### src/rtl/dsr_pkg.sv
/*
  dsr_pkg: register map, field positions, reset values and timing
  constants shared by the sync/receiver status register slice and its
  serial port. Assumes every importer works in the core_clk domain.
*/
// Summary of operation
// - sync logic runs only while enable set
// - rate bit picks FIFO-reset or data rate
// - edge bit picks falling or rising sync
// - averaging code n averages 2^n samples
// - phase request offsets output 0..63 cycles
// - lost flag set when lock later lost
// - locked flag set once sync attained
// - readback is averaged phase, 6.2 format
// - frame line high and low level flags
// - data-clock line high and low flags
// - data line high and low level flags
// - delay bypass bit, zero applies delay
// - delay code picks 165..720 ps shift
package dsr_pkg;

  // register addresses on the serial port
  localparam logic [6:0] ADDR_SYNC_CTRL   = 7'h10;
  localparam logic [6:0] ADDR_PHASE_REQ   = 7'h11;
  localparam logic [6:0] ADDR_SYNC_STAT   = 7'h12;
  localparam logic [6:0] ADDR_PHASE_RDBK  = 7'h13;
  localparam logic [6:0] ADDR_LEVEL_STAT  = 7'h15;
  localparam logic [6:0] ADDR_STROBE_DLY  = 7'h16;

  // sync control fields
  localparam int unsigned CTRL_ENABLE_BIT = 7;
  localparam int unsigned CTRL_RATE_BIT   = 6;
  localparam int unsigned CTRL_EDGE_BIT   = 3;
  localparam int unsigned CTRL_AVG_MSB    = 2;
  // sync status fields
  localparam int unsigned STAT_LOST_BIT   = 7;
  localparam int unsigned STAT_LOCK_BIT   = 6;
  // strobe delay fields
  localparam int unsigned DLY_BYPASS_BIT  = 2;
  localparam int unsigned DLY_CODE_MSB    = 1;

  // reset values
  localparam logic [7:0] SYNC_CTRL_RST    = 8'h48;
  localparam logic [7:0] PHASE_REQ_RST    = 8'h00;
  localparam logic [7:0] STROBE_DLY_RST   = 8'h00;

  // strobe delay per code, picoseconds
  localparam logic [9:0] DLY_CODE0_PS     = 10'd165;
  localparam logic [9:0] DLY_CODE1_PS     = 10'd375;
  localparam logic [9:0] DLY_CODE2_PS     = 10'd615;
  localparam logic [9:0] DLY_CODE3_PS     = 10'd720;

  // sync edges per sample at the FIFO reset rate, minus one
  localparam logic [2:0] FIFO_RATE_LAST   = 3'h7;

  // serial frame: 1 r/w bit, 7 address bits, 8 data bits
  localparam logic [4:0] SPI_ADDR_LAST    = 5'h07;
  localparam logic [4:0] SPI_LAST_BIT     = 5'h0F;

endpackage : dsr_pkg

### src/rtl/dsr_sync_regs.sv
/*
  dsr_sync_regs: multi-chip sync control, sync status and phase
  readback, receiver level status and data-clock strobe delay control,
  all reached over the three-wire serial port. Assumes core_clk stands
  for the conversion clock, and that the sync pin and the analog level
  comparator outputs are asynchronous to it.
*/
`timescale 1ns/1ps
module dsr_sync_regs
  import dsr_pkg::*;
(
  input  wire logic       core_clk,
  input  wire logic       reset,
  input  wire logic       sclkPin,
  input  wire logic       csPinN,
  input  wire logic       sdioIn,
  output logic            sdioOut,
  output logic            sdioOeN,
  input  wire logic       syncPin,
  input  wire logic [5:0] levelPins,
  output logic            syncEnable,
  output logic            phaseAlignStrobe,
  output logic            syncLocked,
  output logic            strobeDelayBypass,
  output logic [1:0]      strobeDelayCode,
  output logic [9:0]      strobeDelayPs
);

  // serial port side
  logic       wrStrobe;        // one-cycle write pulse
  logic [6:0] regAddr;         // frame address
  logic [7:0] wrData;          // frame write data
  logic [7:0] rdData;          // read mux result

  // software registers
  logic [7:0] syncCtrl_reg;    // enable, rate, edge, averaging
  logic [7:0] phaseReq_reg;    // requested phase offset
  logic [7:0] strobeDly_reg;   // bypass and delay code

  // hardware state
  logic [1:0] syncPipe_reg;    // sync pin meta, sync
  logic       syncPrev_reg;    // previous synchronised sync
  logic [5:0] levelMeta_reg;   // level comparator first stage
  logic [5:0] levelStat_reg;   // level flags as read
  logic [5:0] phaseCnt_reg;    // conversion-clock phase counter
  logic [2:0] rateCnt_reg;     // edges seen at FIFO reset rate
  logic [14:0] accum_reg;      // sum of phase samples
  logic [7:0] sampleCnt_reg;   // samples in current average
  logic [7:0] readback_reg;    // averaged phase, 6.2
  logic       locked_reg;      // sync attained
  logic       lost_reg;        // sync attained then lost

  dsr_spi_slave u_spi (
    .core_clk (core_clk),
    .reset    (reset),
    .sclkPin  (sclkPin),
    .csPinN   (csPinN),
    .sdioIn   (sdioIn),
    .sdioOut  (sdioOut),
    .sdioOeN  (sdioOeN),
    .wrStrobe (wrStrobe),
    .regAddr  (regAddr),
    .wrData   (wrData),
    .rdData   (rdData)
  );

  // control fields
  wire       ctrlEnable = syncCtrl_reg[CTRL_ENABLE_BIT];
  wire       ctrlRate   = syncCtrl_reg[CTRL_RATE_BIT];
  wire       ctrlRise   = syncCtrl_reg[CTRL_EDGE_BIT];
  wire [2:0] ctrlAvg    = syncCtrl_reg[CTRL_AVG_MSB:0];
  wire [5:0] reqPhase   = phaseReq_reg[5:0];

  // write decode: only the read/write registers take writes
  wire wrCtrl  = wrStrobe && (regAddr == ADDR_SYNC_CTRL);
  wire wrReq   = wrStrobe && (regAddr == ADDR_PHASE_REQ);
  wire wrDly   = wrStrobe && (regAddr == ADDR_STROBE_DLY);

  // sync edge detection on synchronised samples
  wire syncNow  = syncPipe_reg[1];
  wire riseSeen = syncNow & ~syncPrev_reg;
  wire fallSeen = ~syncNow & syncPrev_reg;
  wire edgeSeen = ctrlRise ? riseSeen : fallSeen;
  wire trigEdge = ctrlEnable & edgeSeen;

  // data rate: every edge; FIFO reset rate: every eighth edge
  wire rateHit    = ctrlRate || (rateCnt_reg == FIFO_RATE_LAST);
  wire sampleTake = trigEdge & rateHit;

  // phase sample in 6.2, whole cycles only
  wire [7:0]  phaseSample = {phaseCnt_reg, 2'b00};
  wire [14:0] accumSum    = accum_reg + {7'h00, phaseSample};
  wire [7:0]  avgTarget   = 8'h01 << ctrlAvg;
  wire        avgDone     = sampleTake &&
                            (sampleCnt_reg == avgTarget - 8'h01);
  wire [14:0] avgShift    = accumSum >> ctrlAvg;
  wire [7:0]  avgValue    = avgShift[7:0];
  wire        avgMatch    = (avgValue == {reqPhase, 2'b00});

  // lock bookkeeping; clearing enable clears both lock and loss
  wire lockNext = ctrlEnable && (avgDone ? avgMatch : locked_reg);
  wire lostSet  = avgDone && locked_reg && !avgMatch;
  wire lostNext = lostSet || (ctrlEnable && lost_reg);

  // strobe delay decode
  wire [1:0] dlyCode = strobeDly_reg[DLY_CODE_MSB:0];
  wire [9:0] dlyPs   = (dlyCode == 2'h0) ? DLY_CODE0_PS :
                       (dlyCode == 2'h1) ? DLY_CODE1_PS :
                       (dlyCode == 2'h2) ? DLY_CODE2_PS :
                                           DLY_CODE3_PS;

  // read mux; reads have no side effect
  wire [7:0] statByte = {lost_reg, locked_reg, 6'h00};
  assign rdData =
    (regAddr == ADDR_SYNC_CTRL)  ? syncCtrl_reg :
    (regAddr == ADDR_PHASE_REQ)  ? phaseReq_reg :
    (regAddr == ADDR_SYNC_STAT)  ? statByte :
    (regAddr == ADDR_PHASE_RDBK) ? readback_reg :
    (regAddr == ADDR_LEVEL_STAT) ? {2'b00, levelStat_reg} :
    (regAddr == ADDR_STROBE_DLY) ? strobeDly_reg :
                                   8'h00;

  // software registers
  always_ff @(posedge core_clk) begin
    if (reset) begin
      syncCtrl_reg  <= SYNC_CTRL_RST;
      phaseReq_reg  <= PHASE_REQ_RST;
      strobeDly_reg <= STROBE_DLY_RST;
    end else begin
      if (wrCtrl) syncCtrl_reg <= wrData & 8'hCF;           // bits 5:4 zero
      if (wrReq)  phaseReq_reg <= {2'b00, wrData[5:0]};
      if (wrDly)  strobeDly_reg <= {5'h00, wrData[2:0]};
    end
  end

  // pin synchronisers
  always_ff @(posedge core_clk) begin
    if (reset) begin
      syncPipe_reg  <= 2'h0;
      syncPrev_reg  <= 1'b0;
      levelMeta_reg <= 6'h00;
      levelStat_reg <= 6'h00;
    end else begin
      syncPipe_reg  <= {syncPipe_reg[0], syncPin};
      syncPrev_reg  <= syncPipe_reg[1];
      levelMeta_reg <= levelPins;
      levelStat_reg <= levelMeta_reg;
    end
  end

  // free-running phase counter, one step per conversion cycle
  always_ff @(posedge core_clk) begin
    if (reset) phaseCnt_reg <= 6'h00;
    else       phaseCnt_reg <= phaseCnt_reg + 6'h01;
  end

  // rate divider and averaging accumulator
  always_ff @(posedge core_clk) begin
    if (reset || !ctrlEnable) begin
      rateCnt_reg   <= 3'h0;
      accum_reg     <= 15'h0000;
      sampleCnt_reg <= 8'h00;
    end else begin
      if (trigEdge) rateCnt_reg <= rateCnt_reg + 3'h1;
      if (avgDone) begin
        accum_reg     <= 15'h0000;
        sampleCnt_reg <= 8'h00;
      end else if (sampleTake) begin
        accum_reg     <= accumSum;
        sampleCnt_reg <= sampleCnt_reg + 8'h01;
      end
    end
  end

  // readback and lock flags
  always_ff @(posedge core_clk) begin
    if (reset) begin
      readback_reg <= 8'h00;
      locked_reg   <= 1'b0;
      lost_reg     <= 1'b0;
    end else begin
      if (avgDone) readback_reg <= avgValue;
      locked_reg <= lockNext;
      lost_reg   <= lostNext;
    end
  end

  // outputs, all from flops
  always_ff @(posedge core_clk) begin
    if (reset) begin
      syncEnable        <= 1'b0;
      phaseAlignStrobe  <= 1'b0;
      syncLocked        <= 1'b0;
      strobeDelayBypass <= 1'b0;
      strobeDelayCode   <= 2'h0;
      strobeDelayPs     <= 10'h000;
    end else begin
      syncEnable        <= ctrlEnable;
      // marks the requested output phase while locked
      phaseAlignStrobe  <= locked_reg && (phaseCnt_reg == reqPhase);
      syncLocked        <= locked_reg;
      strobeDelayBypass <= strobeDly_reg[DLY_BYPASS_BIT];
      strobeDelayCode   <= dlyCode;
      // bypass removes the applied delay
      strobeDelayPs     <= strobeDly_reg[DLY_BYPASS_BIT] ?
                           10'h000 : dlyPs;
    end
  end

  // checks next to the logic they guard
  // no lock, loss or edge count survives a disable
  AST_SYNC_OFF: assert property (
    @(posedge core_clk) disable iff (reset)
    !ctrlEnable |-> !sampleTake ##1
      (!locked_reg && !lost_reg && rateCnt_reg == 3'h0))
    else $error("lock or sample while sync disabled");

  // a control write lands with the reserved bits cleared
  AST_CTRL_WR: assert property (
    @(posedge core_clk) disable iff (reset)
    wrCtrl |=> syncCtrl_reg == ($past(wrData) & 8'hCF))
    else $error("control write not stored");

  // enable output follows the control bit one cycle on
  AST_EN_OUT: assert property (
    @(posedge core_clk) disable iff (reset)
    syncEnable == $past(ctrlEnable))
    else $error("enable output out of step");

  // fifo reset rate takes only the eighth edge
  AST_FIFO_RATE: assert property (
    @(posedge core_clk) disable iff (reset)
    sampleTake && !ctrlRate |-> rateCnt_reg == 3'h7)
    else $error("fifo-rate sample on wrong edge");

  // data rate takes every qualified edge
  AST_DATA_RATE: assert property (
    @(posedge core_clk) disable iff (reset)
    trigEdge && ctrlRate |-> sampleTake)
    else $error("data-rate edge not sampled");

  // sample only on the selected polarity
  AST_EDGE_SEL: assert property (
    @(posedge core_clk) disable iff (reset)
    sampleTake |-> syncNow == ctrlRise && $past(syncNow) != ctrlRise)
    else $error("sync taken on wrong edge");

  // readback only moves when an average completes
  AST_AVG_HOLD: assert property (
    @(posedge core_clk) disable iff (reset)
    !avgDone |=> $stable(readback_reg))
    else $error("readback moved without finished average");

  // a finished average restarts the sum and the count
  AST_AVG_CLR: assert property (
    @(posedge core_clk) disable iff (reset)
    avgDone |=> sampleCnt_reg == 8'h00 && accum_reg == 15'h0000)
    else $error("average not restarted");

  // phase strobe lands on the requested phase
  AST_PHASE_OUT: assert property (
    @(posedge core_clk) disable iff (reset)
    phaseAlignStrobe |-> $past(phaseCnt_reg) == $past(reqPhase))
    else $error("phase strobe at wrong phase");

  // request write keeps six bits, top two read zero
  AST_REQ_WR: assert property (
    @(posedge core_clk) disable iff (reset)
    wrReq |=> phaseReq_reg == {2'b00, $past(wrData[5:0])})
    else $error("phase request write not stored");

  // loss only follows a held lock
  AST_LOST_SET: assert property (
    @(posedge core_clk) disable iff (reset)
    $rose(lost_reg) |-> $past(locked_reg) && !locked_reg)
    else $error("lost set without prior lock");

  // loss stays put while sync remains enabled
  AST_LOST_HOLD: assert property (
    @(posedge core_clk) disable iff (reset)
    lost_reg && ctrlEnable |=> lost_reg)
    else $error("lost flag dropped while enabled");

  // lock rises only on a matching average
  AST_LOCK_SET: assert property (
    @(posedge core_clk) disable iff (reset)
    $rose(locked_reg) |-> readback_reg == {$past(reqPhase), 2'b00})
    else $error("lock without matching readback");

  // a mismatching average drops the lock
  AST_LOCK_DROP: assert property (
    @(posedge core_clk) disable iff (reset)
    avgDone && !avgMatch |=> !locked_reg)
    else $error("lock kept after mismatch");

  // lock output follows the flag one cycle on
  AST_LOCK_OUT: assert property (
    @(posedge core_clk) disable iff (reset)
    syncLocked == $past(locked_reg))
    else $error("lock output out of step");

  // one-sample average is the sample itself
  AST_RDBK_FMT: assert property (
    @(posedge core_clk) disable iff (reset)
    avgDone && ctrlAvg == 3'h0 |=> readback_reg == $past(phaseSample))
    else $error("single-sample readback wrong");

  // level flags trail the pins by the synchroniser
  AST_LEVEL: assert property (
    @(posedge core_clk) disable iff (reset)
    ##2 levelStat_reg == $past(levelPins, 2))
    else $error("level flags do not follow pins");

  // level byte on the read path, top bits zero
  AST_LEVEL_MAP: assert property (
    @(posedge core_clk) disable iff (reset)
    regAddr == ADDR_LEVEL_STAT |-> rdData == {2'b00, levelStat_reg})
    else $error("level byte read wrong");

  // bypass removes any applied delay
  AST_BYPASS: assert property (
    @(posedge core_clk) disable iff (reset)
    strobeDelayBypass |-> strobeDelayPs == 10'h000)
    else $error("delay applied while bypassed");

  // code one gives its own delay
  AST_DLY_PS: assert property (
    @(posedge core_clk) disable iff (reset)
    $past(strobeDly_reg) == 8'h01 |-> strobeDelayPs == 10'd375)
    else $error("delay code 1 not 375 ps");

  // delay code output follows the register
  AST_DLY_CODE: assert property (
    @(posedge core_clk) disable iff (reset)
    strobeDelayCode == $past(strobeDly_reg[DLY_CODE_MSB:0]))
    else $error("delay code output out of step");

  // loss flag untouched by bus traffic while enabled
  AST_RO: assert property (
    @(posedge core_clk) disable iff (reset)
    ctrlEnable && !avgDone |=> $stable(lost_reg) || !$past(ctrlEnable))
    else $error("status flag changed by access");

  // writes to status places leave the three software registers alone
  AST_WR_RO: assert property (
    @(posedge core_clk) disable iff (reset)
    wrStrobe && (regAddr == ADDR_SYNC_STAT || regAddr == ADDR_PHASE_RDBK)
    |=> $stable(syncCtrl_reg) && $stable(phaseReq_reg)
      && $stable(strobeDly_reg))
    else $error("write to status place changed a register");

endmodule : dsr_sync_regs

### src/rtl/dsr_spi_slave.sv
/*
  dsr_spi_slave: three-wire serial port slave. Frame is MSB first:
  read/write bit (1 = read), 7 address bits, 8 data bits. Assumes the
  serial clock is far slower than core_clk and idles low with chip
  select high between frames.
*/
`timescale 1ns/1ps
module dsr_spi_slave
  import dsr_pkg::*;
(
  input  wire logic       core_clk,
  input  wire logic       reset,
  input  wire logic       sclkPin,
  input  wire logic       csPinN,
  input  wire logic       sdioIn,
  output logic            sdioOut,
  output logic            sdioOeN,
  output logic            wrStrobe,
  output logic [6:0]      regAddr,
  output logic [7:0]      wrData,
  input  wire logic [7:0] rdData
);

  logic [2:0] sclkPipe_reg;   // meta, sync, previous
  logic [1:0] csPipe_reg;     // meta, sync
  logic [1:0] sdPipe_reg;     // meta, sync
  logic [4:0] bitCnt_reg;     // bits taken in this frame
  logic [7:0] shiftIn_reg;    // incoming bits
  logic       isRead_reg;     // frame is a read

  // edges judged on synchronised samples only
  wire sclkRise = sclkPipe_reg[1] & ~sclkPipe_reg[2];
  wire sclkFall = ~sclkPipe_reg[1] & sclkPipe_reg[2];
  wire inFrame  = ~csPipe_reg[1];
  wire dataPh   = bitCnt_reg[3];
  wire bitIn    = sdPipe_reg[1];

  // pin synchronisers
  always_ff @(posedge core_clk) begin
    if (reset) begin
      sclkPipe_reg <= 3'h0;
      csPipe_reg   <= 2'h3;
      sdPipe_reg   <= 2'h0;
    end else begin
      sclkPipe_reg <= {sclkPipe_reg[1:0], sclkPin};
      csPipe_reg   <= {csPipe_reg[0], csPinN};
      sdPipe_reg   <= {sdPipe_reg[0], sdioIn};
    end
  end

  // frame decoder and read driver
  always_ff @(posedge core_clk) begin
    if (reset || !inFrame) begin
      bitCnt_reg  <= 5'h00;
      shiftIn_reg <= 8'h00;
      isRead_reg  <= 1'b0;
      sdioOut     <= 1'b0;
      sdioOeN     <= 1'b1;
      wrStrobe    <= 1'b0;
      if (reset) begin
        regAddr <= 7'h00;
        wrData  <= 8'h00;
      end
    end else begin
      wrStrobe <= 1'b0;
      if (sclkRise) begin
        // sample on rising edge
        shiftIn_reg <= {shiftIn_reg[6:0], bitIn};
        bitCnt_reg  <= bitCnt_reg + 5'h01;
        if (bitCnt_reg == SPI_ADDR_LAST) begin
          regAddr    <= {shiftIn_reg[5:0], bitIn};
          isRead_reg <= shiftIn_reg[6];
        end
        if (bitCnt_reg == SPI_LAST_BIT && !isRead_reg) begin
          wrData   <= {shiftIn_reg[6:0], bitIn};
          wrStrobe <= 1'b1;
        end
      end else if (sclkFall && isRead_reg && dataPh) begin
        // drive read data on falling edge, MSB first
        sdioOut <= rdData[~bitCnt_reg[2:0]];
        sdioOeN <= 1'b0;
      end
    end
  end

endmodule : dsr_spi_slave

### config.mk
export PLATFORM = sky130hd
export DESIGN_NAME = dsr_sync_regs
export DESIGN_NICKNAME = d
export VERILOG_FILES = /design/src/rtl/dsr_pkg.sv /design/src/rtl/dsr_sync_regs.sv /design/src/rtl/dsr_spi_slave.sv
export SDC_FILE = /design/constraint.sdc
export NUM_CORES = 1
export LEC_CHECK = 0
export BUFFER_PORTS_ARGS = -buffer_cell sky130_fd_sc_hd__buf_2
export CORE_ASPECT_RATIO = 0.5
export CORE_MARGIN = 2
export CORE_UTILIZATION = 40
export CTS_BUF_LIST = sky130_fd_sc_hd__clkbuf_16
export CTS_CLUSTER_DIAMETER = 30
export DETAILED_ROUTE_END_ITERATION = 8
export PLACE_DENSITY = 0.64
export SLEW_MARGIN = 40
export SYNTH_ARGS = -nofsm -noshare
export SYNTH_HDL_FRONTEND = slang
export SYNTH_SLANG_ARGS = --single-unit
### constraint.sdc
create_clock -name core_clk -period 2.8 [get_ports core_clk]
set_clock_uncertainty 0.2 [all_clocks]
set_input_delay 0.28 -clock core_clk [delete_from_list [all_inputs] [get_ports core_clk]]
set_output_delay 0.28 -clock core_clk [all_outputs]
set_load 0.01 [all_outputs]
==> flow_summary_export.csv <==
group,metric,value,unit
finish,largest_reg_flops,13,
setup_path,r2r_setup_slack,-0.31,ns
logic_synthesis,synthTopCellsByArea,"dfxtp_1 (36%), edfxtp_1 (7.6%), nor2_1 (6.1%)",
routing,ant_nets,0,
placement,place_ws,-0.412,ns
finish,multi_input_area,3280,sq um
logic_synthesis,synth_ff_type,"dfxtp_1",
sta,rsz0062_at_grt,"yes",
floorplanning,initial_core_util,41.0,%
routing,drt-total-wl,13.8,mm
min_path,hold_end,"readback_reg[3]$_SDFFE_PP0P_",
floorplanning,die_area,15900,sq um
floorplanning,pin_count,30,
logic_synthesis,syn_area_per_cell,9.12,sq um
sta,finalCriticalPeriod,3.11,ns
sta,fin_crit_sh,111,%
global_route,grt_start_max_net_pins,45,
logic_synthesis,synth_edf_count,15,
cts,clkLatencyLatePin,0.42,ns
routing,routedWlPerCell,14.8,um
cts,clock_path_buffers,2,
finish,drive_above_1_share,22.4,%
finish,regArea,2580,sq um
power,totalPowerFinal,3890,uW
logic_synthesis,synth.most_common_cell,"dfxtp_1",
global_route,grt_pass1_wl,23.4,mm
routing,dr.pass1.iters,5,
routing,first_iter_violations,336,
cts,clockRootBuffer,"clkbuf_16",
setup_path,r2r-start,"phaseCnt_reg[0]$_SDFF_PP0_",
logic_synthesis,synthDominantCellAreaShare,35.7,%
logic_synthesis,async_reset_ff_share,0,%
placement,dpl.hpwl,9.53,mm
placement,portBuffers,28,
cts,htree_num_levels,4,
setup_path,cp.arrival,3.21,ns
global_route,antenna_found_initial,0,
floorplanning,die_w,176,um
finish,syn2layout_area_growth,23.6,%
setup_path,rr_worst_depth,12,
finish,nets,752,
global_route,grt_pass1_vias,4950,
finish,diodes,0,
sta,hold_viol,0,
sta,timing.final.ws_setup,-0.308,ns
logic_synthesis,synth_cells,652,
setup_path,cp-end-kind,"register",
cts,cts_buffers,17,
routing,vias,4856,
setup_path,rr_endpoint,"locked_reg$_SDFF_PP0_",
logic_synthesis,yosysTopAreaCell,"dfxtp_1",
logic_synthesis,synth.distinct_cells,75,
sta,setup_violations,4,
logic_synthesis,synthesis.nets,681,
sta,worstMarginPinSlew,0.656,ns
min_path,worst_hold_startpoint,"reset",
logic_synthesis,yosys_warnings,0,
cts,clock-sinks,121,
floorplanning,num_rows,31,
global_route,overflow,0,
global_route,grt_util_all_layers,18.2,%
setup_path,cp_max_fo,3,
finish,nFillCells,1345,
power,ir_drop,370,uV
logic_synthesis,ys_top_cells_by_count,"dfxtp_1 (106), nor2_1 (97), nand2_1 (50), mux2i_1 (35), a21oi_1 (29)",
logic_synthesis,syn_area,5950,sq um
cts,clkSlewWorstSetupHoldPaths,0.06,ns
min_path,hp-class,"in -> reg",
sta,max_freq,0.322,GHz
outcome,outcome,"finished, violations left",
setup_path,path_class,"reg -> reg",
sta,timing.slew.headroom,56.2,%
setup_path,crit_path_start_kind,"register",
min_path,hold_depth,2,
power,p_per_area,529,nW/um^2
setup_path,worstPathRequired,2.91,ns
cts,tritoncts,"built",
sta,slew_violations,0,
routing,drcViolationCount,0,
outcome,violations,"setup timing",
placement,gp_congestion,0.875,
logic_synthesis,synth_seq_area_share,43.2,%
power,leakage,0.00282,uW
flow_run,maxCapViolCount,0,
logic_synthesis,ys_seq_elements,121,
floorplanning,die_h,90.2,um
floorplanning,core_area,14500,sq um
routing,routed_via_density,5.20,
-- worst max-delay path by stage --
stage / cells after the start / to / slack (ns) / from
5_1_grt: 11 / lost_reg$_SDFF_PP0_ / -0.40 / phaseCnt_reg[1]$_SDFF_PP0_
3_5_place_dp: 13 / locked_reg$_SDFF_PP0_ / -0.41 / accum_reg[2]$_SDFFE_PP0P_
6_report: 12 / locked_reg$_SDFF_PP0_ / -0.31 / phaseCnt_reg[0]$_SDFF_PP0_
4_1_cts: 12 / locked_reg$_SDFF_PP0_ / -0.28 / phaseCnt_reg[0]$_SDFF_PP0_
2_1_floorplan: 12 / locked_reg$_SDFF_PP0_ / -0.14 / phaseCnt_reg[0]$_SDFF_PP0_
3_3_place_gp: 13 / locked_reg$_SDFF_PP0_ / -0.27 / accum_reg[2]$_SDFFE_PP0P_
-- power by group --
| part | total (uW) | internal, uW | switching (uW) |
|---|---|---|---|
| clock | 1950 | 1130 | 819 |
| combinational | 145 | 70.5 | 74.9 |
| sequential | 1800 | 1780 | 18.1 |
-- layout make-up --
cell class                      instances  area share, %
Clock buffer                           17           5.78
Multi-Input combinational cell        474           44.6
Clock inverter                         15           1.45
Tap cell                              198           3.37
Timing Repair Buffer                   93           8.88
Sequential cell                       121           35.1
Inverter                               16          0.817
-- placed cells by master, fill, tap and decap left out, types with 9 or more instances in the layout --
cell type,synthesis,final
a21oi_1,29,26
and2_1,10,11
buf_2,10,28
buf_4,3,55
clkbuf_16,0,17
dfxtp_1,106,103
dlygate4sd3_1,0,10
edfxtp_1,15,15
ha_1,16,13
inv_1,14,14
mux2_2,9,9
mux2i_1,35,35
nand2_1,50,50
nand3_1,16,15
nor2_1,97,95
nor2b_1,28,28
nor3_1,10,10
o21ai_0,12,11
xnor2_1,18,16
xor2_1,22,20
-- timing repair --
action                                 4_1_cts  5_1_grt
pin swaps                                    5       13
endpoints found under the hold margin       10        0
gates resized for setup                     13       15
setup endpoints to repair                    6       11
hold buffers                                10        0
setup buffers                                0        2
-- per-layer routing --
layer / up-vias / global-route usage (%) / routed length [um]
li1: 2430 / - / -
met1: 2260 / 23.5 / 6670
met2: 133 / 29.2 / 6190
met3: 33 / 3.89 / 583
met4: 0 / 8.33 / 343
met5: - / 0 / 0
-- cell families after synthesis --
kind of cell | share of synthesized area (%)
AO/OA/AOI/OAI | 13.8
other | 0.0630
buffers and inverters | 4.12
adder cells (fa/ha/maj) | 3.70
multiplexers | 7.97
XOR/XNOR | 5.89
flip-flops | 43.2
AND/OR/NAND/NOR | 21.2
-- metrics by stage --
step / util, % / hold slack (ns) / setup TNS [ns] / cell area, sq um / cells
floorplan: - / 0.184 / -0.247 / 5970 / 652
global placement: 45.3 / 0.195 / -0.607 / 6570 / 890
detailed placement: 45.3 / 0.203 / -1.10 / 6570 / 890
CTS: 50.1 / 0.0677 / -0.661 / 7260 / 932
global route: 50.7 / 0.104 / -1.46 / 7350 / 934
finish: 50.7 / 0.0653 / -0.752 / 7350 / 934
-- worst max-delay path, stage by stage, from the launching register on --
cell	delay [ns]
dfxtp_4	0.35
ha_4	0.13
inv_2	0.03
fa_2	0.34
and2b_2	0.26
o2111a_1	0.23
nor2_2	0.07
xor2_2	0.16
mux4_2	0.52
or3_1	0.32
nand4b_1	0.16
nor4_4	0.05
a31o_1	0.18
No activity file was read; power rests on OpenSTA's default activity.
